[config.mk]
export PLATFORM = sky130hd
export DESIGN_NAME = dcs_top
export DESIGN_NICKNAME = d
export VERILOG_FILES = /design/src/hw/dcs_pkg.sv /design/src/hw/dcs_arb.sv /design/src/hw/dcs_fifo.sv /design/src/hw/dcs_top.sv
export SDC_FILE = /design/constraint.sdc
export NUM_CORES = 1
export LEC_CHECK = 0
export ABC_AREA = 1
export BUFFER_PORTS_ARGS = -buffer_cell sky130_fd_sc_hd__buf_2
export CAP_MARGIN = 20
export CORE_MARGIN = 2
export CORE_UTILIZATION = 45
export CTS_CLUSTER_SIZE = 28
export DETAILED_ROUTE_END_ITERATION = 7
export HOLD_SLACK_MARGIN = 0.05
export MAX_ROUTING_LAYER = met4
export PLACE_DENSITY_LB_ADDON = 0.05
export REMOVE_ABC_BUFFERS = 1
export SETUP_SLACK_MARGIN = 0.05
export SYNTH_ARGS = -nofsm -noshare
export SYNTH_HDL_FRONTEND = slang
export SYNTH_HIERARCHICAL = 1
export SYNTH_SLANG_ARGS = --single-unit
[constraint.sdc]
create_clock -name ref_clk -period 8.05 [get_ports ref_clk]
set_input_delay 0.805 -clock ref_clk [delete_from_list [all_inputs] [get_ports ref_clk]]
set_output_delay 0.805 -clock ref_clk [all_outputs]
set_load 0.1 [all_outputs]
[src/hw/dcs_pkg.sv]
`default_nettype none
package dcs_pkg;

    localparam int WORD_W   = 16;
    localparam int SC_W     = 6;
    localparam int ADDR_W   = 15;
    localparam int N_CH     = 2;
    localparam int FIFO_DEPTH = 8;

    // Select codes served by the two channels
    localparam logic [SC_W-1:0] SC_SETUP_CH1 = 6'h02;
    localparam logic [SC_W-1:0] SC_SETUP_CH2 = 6'h03;
    localparam logic [SC_W-1:0] SC_CTRL_CH1  = 6'h06;
    localparam logic [SC_W-1:0] SC_CTRL_CH2  = 6'h07;

    // Field positions of the control words
    localparam int ASSIGN_SC_LSB    = 0;
    localparam int ASSIGN_CLC_BIT   = 13;
    localparam int ASSIGN_STC_BIT   = 15;
    localparam int ADDR_DIR_BIT     = 15;
    localparam int ADDR_LSB         = 0;

    // Completion interrupt locations
    localparam logic [WORD_W-1:0] IRQ_LOC_CH1 = 16'h0006;
    localparam logic [WORD_W-1:0] IRQ_LOC_CH2 = 16'h0007;

    // Count value that marks the last word of a block
    localparam logic [WORD_W-1:0] COUNT_LAST = 16'hffff;

    typedef enum logic [2:0] {
        OP_NONE,
        OP_OUTPUT_ACC,
        OP_LOAD_INPUT_ACC,
        OP_SET_CONTROL,
        OP_CLEAR_CONTROL,
        OP_SET_FLAG,
        OP_CLEAR_FLAG,
        OP_SKIP_FLAG_SET
    } dcs_io_op_t;

    typedef struct packed {
        logic              strobe;
        dcs_io_op_t        op;
        logic [SC_W-1:0]   sc;
        logic              clr_flag;
        logic [WORD_W-1:0] wdata;
    } dcs_io_req_t;

    typedef struct packed {
        logic              valid;
        logic [WORD_W-1:0] rdata;
        logic              flag;
    } dcs_io_resp_t;

    typedef struct packed {
        logic            valid;
        logic [SC_W-1:0] sc;
        logic            set_control;
        logic            clear_flag;
        logic            clear_control;
    } dcs_per_cmd_t;

    typedef struct packed {
        logic              sel;
        logic              wr;
        logic [SC_W-1:0]   sc;
        logic [WORD_W-1:0] data;
    } dcs_per_out_t;

    typedef struct packed {
        logic              req;
        logic              we;
        logic [ADDR_W-1:0] addr;
        logic [WORD_W-1:0] wdata;
    } dcs_mem_req_t;

    typedef struct packed {
        logic [ADDR_W-1:0] addr;
        logic [WORD_W-1:0] data;
    } dcs_wr_word_t;

    typedef struct packed {
        logic [SC_W-1:0]   sc;
        logic              opt_stc;
        logic              opt_clc;
        logic              dir_in;
        logic [ADDR_W-1:0] addr;
        logic [WORD_W-1:0] count;
        logic              route_count;
        logic              active;
        logic              ctl;
        logic              flag;
    } dcs_chan_t;

endpackage
`default_nettype wire

[src/hw/dcs_arb.sv]
`default_nettype none
module dcs_arb (
    // Clock and reset
    input  wire logic       ref_clk,
    input  wire logic       rst,
    // Requests, bit 0 is channel 1
    input  wire logic [1:0] req,
    // Registered grant
    output var  logic       gnt_valid,
    output var  logic       gnt_ch
);
    typedef struct packed {
        logic valid;
        logic ch;
    } dcs_arb_st_t;

    dcs_arb_st_t s_r;
    dcs_arb_st_t s_nxt;

    always_comb begin
        s_nxt.valid = |req;
        s_nxt.ch    = !req[0];
    end

    always_ff @(posedge ref_clk or posedge rst) begin
        if (rst) begin
            s_r <= '0;
        end else begin
            s_r <= s_nxt;
        end
    end

    assign gnt_valid = s_r.valid;
    assign gnt_ch    = s_r.ch;

endmodule
`default_nettype wire

[src/hw/dcs_fifo.sv]
`default_nettype none
module dcs_fifo #(
    parameter int W = 31,
    parameter int D = 8
) (
    // Clock and reset
    input  wire logic         ref_clk,
    input  wire logic         rst,
    // Fill side
    input  wire logic         in_valid,
    input  wire logic [W-1:0] in_data,
    output var  logic         in_ready,
    // Drain side
    output var  logic         out_valid,
    output var  logic [W-1:0] out_data,
    input  wire logic         out_ready
);
    localparam int AW = $clog2(D);

    typedef struct packed {
        logic [AW-1:0] wp;
        logic [AW-1:0] rp;
        logic [AW:0]   cnt;
        logic          ov;
        logic [W-1:0]  od;
    } dcs_fifo_st_t;

    dcs_fifo_st_t s_r;
    dcs_fifo_st_t s_nxt;
    logic [W-1:0] mem [D];
    logic         push;
    logic         load;

    // Output word sits in a register so the drain sees a clean flop
    always_comb begin
        s_nxt    = s_r;
        in_ready = s_r.cnt != (AW+1)'(D);
        push     = in_valid && in_ready;
        load     = (!s_r.ov || out_ready) && s_r.cnt != '0;
        if (load) begin
            s_nxt.od = mem[s_r.rp];
            s_nxt.ov = 1'b1;
            s_nxt.rp = s_r.rp + 1'b1;
        end else if (out_ready) begin
            s_nxt.ov = 1'b0;
        end
        if (push) begin
            s_nxt.wp = s_r.wp + 1'b1;
        end
        s_nxt.cnt = s_r.cnt + (AW+1)'(push) - (AW+1)'(load);
    end

    always_ff @(posedge ref_clk or posedge rst) begin
        if (rst) begin
            s_r <= '0;
        end else begin
            s_r <= s_nxt;
        end
    end

    always_ff @(posedge ref_clk) begin
        if (push) begin
            mem[s_r.wp] <= in_data;
        end
    end

    assign out_valid = s_r.ov;
    assign out_data  = s_r.od;

endmodule
`default_nettype wire

[src/hw/dcs_top.sv]
`default_nettype none
module dcs_top (
    // Clock and reset
    input  wire logic                  ref_clk,
    input  wire logic                  rst,
    // Processor I/O instruction path
    input  wire dcs_pkg::dcs_io_req_t  io_req,
    output var  dcs_pkg::dcs_io_resp_t io_resp,
    // Completion interrupts
    output var  logic [1:0]            irq_req,
    output var  logic [15:0]           irq_loc,
    // Interface cards
    input  wire logic [63:0]           per_flag,
    input  wire logic [15:0]           per_din,
    output var  dcs_pkg::dcs_per_out_t per_out,
    output var  dcs_pkg::dcs_per_cmd_t per_cmd,
    // Memory port
    output var  dcs_pkg::dcs_mem_req_t mem_req,
    input  wire logic                  mem_gnt,
    input  wire logic                  mem_rvalid,
    input  wire logic [15:0]           mem_rdata
);
    typedef enum logic [2:0] {
        E_IDLE,
        E_SEL,
        E_CAP,
        E_MRD,
        E_MWAIT,
        E_CMD,
        E_GAP
    } dcs_eng_t;

    typedef struct packed {
        dcs_pkg::dcs_chan_t [1:0] chan;
        dcs_eng_t                 eng;
        logic                     cur;
        logic                     rd_issued;
        dcs_pkg::dcs_io_resp_t    io_resp;
        dcs_pkg::dcs_per_out_t    per_out;
        dcs_pkg::dcs_per_cmd_t    per_cmd;
        dcs_pkg::dcs_mem_req_t    mem;
        logic [1:0]               irq;
        logic [15:0]              irq_loc;
    } dcs_state_t;

    dcs_state_t             s_r;
    dcs_state_t             s_nxt;
    logic [1:0]             req;
    logic                   gnt_valid;
    logic                   gnt_ch;
    logic                   fifo_in_valid;
    logic                   fifo_in_ready;
    dcs_pkg::dcs_wr_word_t  fifo_in_data;
    logic                   fifo_out_valid;
    logic                   fifo_out_ready;
    dcs_pkg::dcs_wr_word_t  fifo_out_data;

    // Setup code of a channel, ch 0 is channel 1
    function automatic logic [5:0] setup_sc(input logic ch);
        setup_sc = ch ? dcs_pkg::SC_SETUP_CH2 : dcs_pkg::SC_SETUP_CH1;
    endfunction

    function automatic logic [5:0] ctrl_sc(input logic ch);
        ctrl_sc = ch ? dcs_pkg::SC_CTRL_CH2 : dcs_pkg::SC_CTRL_CH1;
    endfunction

    // A card flag pulls a channel in whatever its interrupt priority
    always_comb begin
        for (int c = 0; c < dcs_pkg::N_CH; c++) begin
            req[c] = s_r.chan[c].active && per_flag[s_r.chan[c].sc]
                     && s_r.eng == E_IDLE;
        end
    end

    dcs_arb u_arb (
        .ref_clk   (ref_clk),
        .rst       (rst),
        .req       (req),
        .gnt_valid (gnt_valid),
        .gnt_ch    (gnt_ch)
    );

    dcs_fifo #(
        .W ($bits(dcs_pkg::dcs_wr_word_t)),
        .D (dcs_pkg::FIFO_DEPTH)
    ) u_fifo (
        .ref_clk   (ref_clk),
        .rst       (rst),
        .in_valid  (fifo_in_valid),
        .in_data   (fifo_in_data),
        .in_ready  (fifo_in_ready),
        .out_valid (fifo_out_valid),
        .out_data  (fifo_out_data),
        .out_ready (fifo_out_ready)
    );

    always_comb begin
        fifo_in_valid     = s_r.eng == E_CAP && s_r.chan[s_r.cur].dir_in;
        fifo_in_data.addr = s_r.chan[s_r.cur].addr;
        fifo_in_data.data = per_din;
    end

    always_comb begin
        logic               c;
        logic               last;
        dcs_pkg::dcs_chan_t ch;
        c              = 1'b0;
        last           = 1'b0;
        ch             = '0;
        s_nxt          = s_r;
        fifo_out_ready = 1'b0;
        s_nxt.io_resp.valid  = 1'b0;
        s_nxt.per_cmd.valid  = 1'b0;
        s_nxt.per_out.wr     = 1'b0;

        // Processor instructions addressed to the channel select codes
        if (io_req.strobe) begin
            s_nxt.io_resp.valid = 1'b1;
            s_nxt.io_resp.rdata = '0;
            s_nxt.io_resp.flag  = 1'b0;
            for (int k = 0; k < dcs_pkg::N_CH; k++) begin
                if (io_req.sc == setup_sc(k[0])) begin
                    case (io_req.op)
                        dcs_pkg::OP_CLEAR_CONTROL: s_nxt.chan[k].route_count = 1'b0;
                        dcs_pkg::OP_SET_CONTROL:   s_nxt.chan[k].route_count = 1'b1;
                        dcs_pkg::OP_OUTPUT_ACC: begin
                            if (s_r.chan[k].route_count) begin
                                s_nxt.chan[k].count = io_req.wdata;
                            end else begin
                                s_nxt.chan[k].dir_in = io_req.wdata[dcs_pkg::ADDR_DIR_BIT];
                                s_nxt.chan[k].addr   =
                                    io_req.wdata[dcs_pkg::ADDR_LSB +: dcs_pkg::ADDR_W];
                            end
                        end
                        dcs_pkg::OP_LOAD_INPUT_ACC: s_nxt.io_resp.rdata = s_r.chan[k].count;
                        default: ;
                    endcase
                end
                if (io_req.sc == ctrl_sc(k[0])) begin
                    case (io_req.op)
                        dcs_pkg::OP_OUTPUT_ACC: begin
                            s_nxt.chan[k].sc      =
                                io_req.wdata[dcs_pkg::ASSIGN_SC_LSB +: dcs_pkg::SC_W];
                            s_nxt.chan[k].opt_stc = io_req.wdata[dcs_pkg::ASSIGN_STC_BIT];
                            s_nxt.chan[k].opt_clc = io_req.wdata[dcs_pkg::ASSIGN_CLC_BIT];
                        end
                        dcs_pkg::OP_SET_CONTROL: begin
                            s_nxt.chan[k].ctl = 1'b1;
                            if (io_req.clr_flag) begin
                                s_nxt.chan[k].active = 1'b1;
                            end
                        end
                        dcs_pkg::OP_CLEAR_CONTROL: s_nxt.chan[k].ctl = 1'b0;
                        dcs_pkg::OP_SET_FLAG: begin
                            s_nxt.chan[k].flag   = 1'b1;
                            s_nxt.chan[k].active = 1'b0;
                        end
                        dcs_pkg::OP_SKIP_FLAG_SET: s_nxt.io_resp.flag = s_r.chan[k].flag;
                        default: ;
                    endcase
                    if (io_req.clr_flag || io_req.op == dcs_pkg::OP_CLEAR_FLAG) begin
                        s_nxt.chan[k].flag = 1'b0;
                    end
                end
            end
        end

        // Memory port: queued writes first, then an output-direction read
        if (!s_r.mem.req || mem_gnt) begin
            s_nxt.mem.req = 1'b0;
            if (fifo_out_valid) begin
                fifo_out_ready  = 1'b1;
                s_nxt.mem.req   = 1'b1;
                s_nxt.mem.we    = 1'b1;
                s_nxt.mem.addr  = fifo_out_data.addr;
                s_nxt.mem.wdata = fifo_out_data.data;
            end else if (s_r.eng == E_MRD && !s_r.rd_issued) begin
                s_nxt.mem.req   = 1'b1;
                s_nxt.mem.we    = 1'b0;
                s_nxt.mem.addr  = s_r.chan[s_r.cur].addr;
                s_nxt.rd_issued = 1'b1;
            end
        end

        // Word engine, one steal at a time
        c    = s_r.cur;
        ch   = s_r.chan[c];
        last = ch.count == dcs_pkg::COUNT_LAST;
        case (s_r.eng)
            E_IDLE: begin
                if (gnt_valid && req[gnt_ch]) begin
                    s_nxt.cur         = gnt_ch;
                    s_nxt.per_out.sel = 1'b1;
                    s_nxt.per_out.sc  = s_r.chan[gnt_ch].sc;
                    s_nxt.eng         = E_SEL;
                end
            end
            E_SEL: begin
                s_nxt.rd_issued = 1'b0;
                s_nxt.eng       = ch.dir_in ? E_CAP : E_MRD;
            end
            E_CAP: begin
                // A full queue stalls the steal until memory drains it
                if (fifo_in_ready) begin
                    s_nxt.eng = E_CMD;
                end
            end
            E_MRD: begin
                // Leave on the grant edge; read data may come the very next cycle
                if (s_r.rd_issued && s_r.mem.req && mem_gnt) begin
                    s_nxt.eng = E_MWAIT;
                end
            end
            E_MWAIT: begin
                if (mem_rvalid) begin
                    s_nxt.per_out.wr   = 1'b1;
                    s_nxt.per_out.data = mem_rdata;
                    s_nxt.eng          = E_CMD;
                end
            end
            E_CMD: begin
                s_nxt.per_out.sel           = 1'b0;
                s_nxt.per_cmd.valid         = 1'b1;
                s_nxt.per_cmd.sc            = ch.sc;
                s_nxt.per_cmd.clear_flag    = 1'b1;
                s_nxt.per_cmd.set_control   = ch.opt_stc && !(last && ch.dir_in);
                s_nxt.per_cmd.clear_control = last && ch.opt_clc;
                s_nxt.chan[c].addr          = ch.addr + 1'b1;
                s_nxt.chan[c].count         = ch.count + 1'b1;
                if (last) begin
                    s_nxt.chan[c].active = 1'b0;
                    s_nxt.chan[c].flag   = 1'b1;
                end
                s_nxt.eng = E_GAP;
            end
            E_GAP: begin
                // Lets the card flag fall before the next request is seen
                s_nxt.eng = E_IDLE;
            end
            default: s_nxt.eng = E_IDLE;
        endcase

        for (int k = 0; k < dcs_pkg::N_CH; k++) begin
            s_nxt.irq[k] = s_nxt.chan[k].flag && s_nxt.chan[k].ctl;
        end
        s_nxt.irq_loc = s_nxt.irq[0] ? dcs_pkg::IRQ_LOC_CH1 : dcs_pkg::IRQ_LOC_CH2;
    end

    always_ff @(posedge ref_clk or posedge rst) begin
        if (rst) begin
            s_r <= '0;
        end else begin
            s_r <= s_nxt;
        end
    end

    assign io_resp = s_r.io_resp;
    assign irq_req = s_r.irq;
    assign irq_loc = s_r.irq_loc;
    assign per_out = s_r.per_out;
    assign per_cmd = s_r.per_cmd;
    assign mem_req = s_r.mem;

endmodule
`default_nettype wire

==> flow_metrics.env <==
export IMPL_clock_tree_root_cell="clkbuf_16"
export IMPL_critPathMostFrequentCell="inv_1"
export IMPL_rr_startpoint="u_fifo/out_valid$_DFFE_PP0P_"
export IMPL_core_area_mm2=0.0516
export IMPL_async_flop_share_pct=47.7
export IMPL_cell_type_contributing_the_most_total_cell_area_after_synthesis="edfxtp_1"
export IMPL_max_slew_margin_rel_pct=25.5
export IMPL_dp_final_hpwl_um=38200
export IMPL_cts_bufs_inserted=53
export IMPL_groute_usage_overall_pct=24.2
export IMPL_place_congestion=0.871
export IMPL_largest_buffer_count_on_any_clock_path=3
export IMPL_netlist_area_leader_share_pct=31.5
export IMPL_hold_buffers=0
export IMPL_tritoncts_num_sinks=474
export IMPL_io_buffer_count=216
export IMPL_synth_seq_area_share_pct=55.4
export IMPL_power_density_mw_per_mm2=342
export IMPL_route_antenna_remaining_nets=0
export IMPL_drv_slew=0
export IMPL_seqCellArea_mm2=0.0131
export IMPL_synth_cell_types=48
export IMPL_post_synth_inst_count=2736
export IMPL_drt_initial_drc_count=1327
export IMPL_grt_setup_unrepaired="no"
export IMPL_report_final_hold_viol_count=0
export IMPL_clock_tree_htree_level_count=2
export IMPL_worst_pin_slew_ns=1.12
export IMPL_num_fill_cells=4940
export IMPL_first_global_vias=17470
export IMPL_dr_pass1_iters=5
export IMPL_cpPeakStageDelay_ns=0.67
export IMPL_final_cell_mix="nand2_1 (895), inv_1 (316), nand3_1 (316)"
export IMPL_die_w_um=233
export IMPL_detail_route_wl_per_cell_um=18.0
export IMPL_min_period_over_period_pct=46.0
export IMPL_finalNetCount=2923
export IMPL_via_count=17837
export IMPL_netlist_top_cells_area="edfxtp_1 (32%), dfrtp_1 (24%), nand2_1 (14%)"
export IMPL_timing_clock_skew_ns=0.0221
export IMPL_placement_rows=83
export IMPL_floorplan_io_pins=230
export IMPL_drc=0
export IMPL_multi_input_comb_area_mm2=0.00770
export IMPL_cp_cell_sequence="inv_1 > nor2_1 > buf_4 > inv_1 > nand2_1 > nand2_2 > clkinv_1 > ha_1 > inv_1 > ha_1 > fa_1 > xor2_1"
export IMPL_grt_start_max_net_pins=117
export IMPL_floorplan_initialDensity_pct=45.8
export IMPL_timing_max_cap_violations=0
export IMPL_cts_setup_buffers=0
export IMPL_grt_pass1_wl_um=99000
export IMPL_postCtsResizedCells=0
export IMPL_post_route_cells_drive_above_1_share_pct=13.8
export IMPL_synth_cell_area_mm2=0.0236
export IMPL_clock_network_latency_to_the_later_pin_of_the_worst_skew_pair_ns=0.61
export IMPL_timing_critical_path_arrival_ns=4.19
export IMPL_die_outline_height_um=233
export IMPL_critPathMaxFanout=34
export IMPL_finalPower_mw=8.88
export IMPL_holdCritPathClass="primary input to asynchronous set/reset pin"
export IMPL_critical_path_required_ns=8.53
export IMPL_worst_r2r_setup_slack_ns=4.35
export IMPL_yosysWarningCount=6
export IMPL_tns_ns=0
export IMPL_critPathSlowestCell="nand2_2"
export IMPL_cts_tree="done"
export IMPL_route_detailed_vias_per_inst=5.08
export IMPL_totalWireLength_um=63100
export IMPL_yosys_register_bits=474
export IMPL_die_area_mm2=0.0544
export IMPL_synth_edff_count=248
export IMPL_timing_rr_end="u_fifo/s_r[34]$_DFF_PP0_"
export IMPL_postSynth_topFlopCell="edfxtp_1"
export IMPL_area_growth_pct=9.87
export IMPL_overflow_left_after_global_routing=0
export IMPL_worstSetupStartpointType="flop"
export IMPL_setup_violations_final=0
export IMPL_peakVddDrop_uv=186
export IMPL_finalCriticalPeriod_ns=3.70
export IMPL_r2r_worst_path_cells=12
export IMPL_power_leakage_nw=12.1
export IMPL_max_freq_ghz=0.270
export IMPL_timing_worst_setup_path_type="flop to flop"
export IMPL_most_common_library_cell_in_the_layout_ignoring_fill_and_taps="nand2_1"
export IMPL_kind_of_end_point_of_the_critical_path="flop"
export IMPL_number_of_antenna_violations_at_the_first_check_in_global_routing=0
export IMPL_synth_area_per_cell_um2=8.64
export IMPL_run_status="complete, no violations"
export IMPL_clk_transition_reported_paths_ns=0.06
[worst max-delay path: cells and delay by family, from the launching register on]
| family | cells | cell delay [ns] |
|---|---|---|
| XOR/XNOR | 1 | 0.15 |
| adder cells (fa/ha/maj) | 3 | 0.92 |
| buffers and inverters | 5 | 1.24 |
| flip-flops | 1 | 0.43 |
| AND/OR/NAND/NOR | 3 | 0.85 |
[logic make-up after synthesis]
group	Yosys count	share of synthesized area [%]
simple gates	1316	23.2
buf+inv	598	12.5
flops	474	55.4
compound gates	295	6.66
xor+xnor	32	1.19
fa+ha+maj	11	0.614
mux	8	0.339
other cells	2	0.0318
[final cells by class]
cell class | instances | share of cell area, %
Clock buffer | 74 | 5.81
Timing Repair Buffer | 245 | 5.09
Multi-Input combinational cell | 1676 | 29.7
Clock inverter | 26 | 0.790
Tap cell | 680 | 3.28
Inverter | 335 | 4.88
Sequential cell | 474 | 50.5
Antenna cell | 1 | 0.00964
[power breakdown]
group / switching, mW / total [mW] / internal, mW
registers: 0.290 / 3.26 / 2.97
logic: 2.49 / 3.25 / 0.754
clock network: 0.997 / 2.37 / 1.38
total: 3.78 / 8.88 / 5.10
[how the worst max path moves through the flow]
| stage | start | endpoint | slack [ns] | depth (start not counted) |
|---|---|---|---|---|
| finish | u_fifo/out_valid$_DFFE_PP0P_ | u_fifo/s_r[34]$_DFF_PP0_ | 4.35 | 12 |
| global route | u_fifo/out_valid$_DFFE_PP0P_ | u_fifo/s_r[34]$_DFF_PP0_ | 4.07 | 12 |
| CTS | u_fifo/out_valid$_DFFE_PP0P_ | u_fifo/s_r[34]$_DFF_PP0_ | 4.35 | 12 |
| detailed placement | u_fifo/out_valid$_DFFE_PP0P_ | u_fifo/s_r[34]$_DFF_PP0_ | 4.35 | 12 |
| global placement | u_fifo/out_valid$_DFFE_PP0P_ | u_fifo/s_r[34]$_DFF_PP0_ | 4.39 | 12 |
| floorplan | rst | asynchronous set/reset pin | 2.30 | 1 |
[metrics by stage]
step	util [%]	hold slack [ns]	area [um2]	instances	setup slack [ns]
floorplan	-	0.439	22000	2485	2.30
global placement	46.9	0.450	24200	3407	4.39
detailed placement	46.9	0.453	24200	3408	4.35
CTS	50.2	0.0862	25900	3508	4.35
global route	50.3	0.109	26000	3510	4.07
finish	50.3	0.112	26000	3511	4.35
[registers in the layout, summed over array words and instances, names as in the netlist, named ones only]
name and count:
per_out 24, io_resp 18, u_fifo/out_valid 1, u_fifo/out_data 31, u_fifo/mem 248, u_arb/gnt_valid 1, u_arb/gnt_ch 1, u_fifo/s_r 10
mem_req 33, s_r 73, irq_req 2, per_cmd 10, irq_loc 2
[cells in the mapped netlist, types with 4 or more instances]
| cell | n |
|---|---|
| nor3_1 | 4 |
| nand2_2 | 8 |
| clkbuf_1 | 49 |
| mux2i_1 | 8 |
| xor2_1 | 25 |
| nor2_1 | 69 |
| or2_2 | 4 |
| o21ai_1 | 20 |
| buf_6 | 12 |
| xnor2_1 | 7 |
| nor4_1 | 4 |
| a31oi_1 | 6 |
| nand2_1 | 895 |
| ha_1 | 10 |
| buf_1 | 8 |
| o221ai_1 | 6 |
| inv_1 | 319 |
| nand3_1 | 316 |
| a21oi_1 | 41 |
| o21ai_2 | 8 |
| buf_4 | 143 |
| clkinv_1 | 4 |
| o21ai_0 | 202 |
| inv_2 | 11 |
| dfrtp_1 | 226 |
| buf_2 | 50 |
| edfxtp_1 | 248 |
[metal layers]
| metal | up-vias | track usage, % | wire (um) |
|---|---|---|---|
| met3 | 106 | 3.03 | 2900 |
| met5 | - | - | 0 |
| met2 | 447 | 40.4 | 30900 |
| met4 | 0 | 7.27 | 1570 |
| li1 | 8723 | - | - |
| met1 | 8561 | 30.9 | 27800 |
Note: power is estimated with default switching activity, not from simulation.
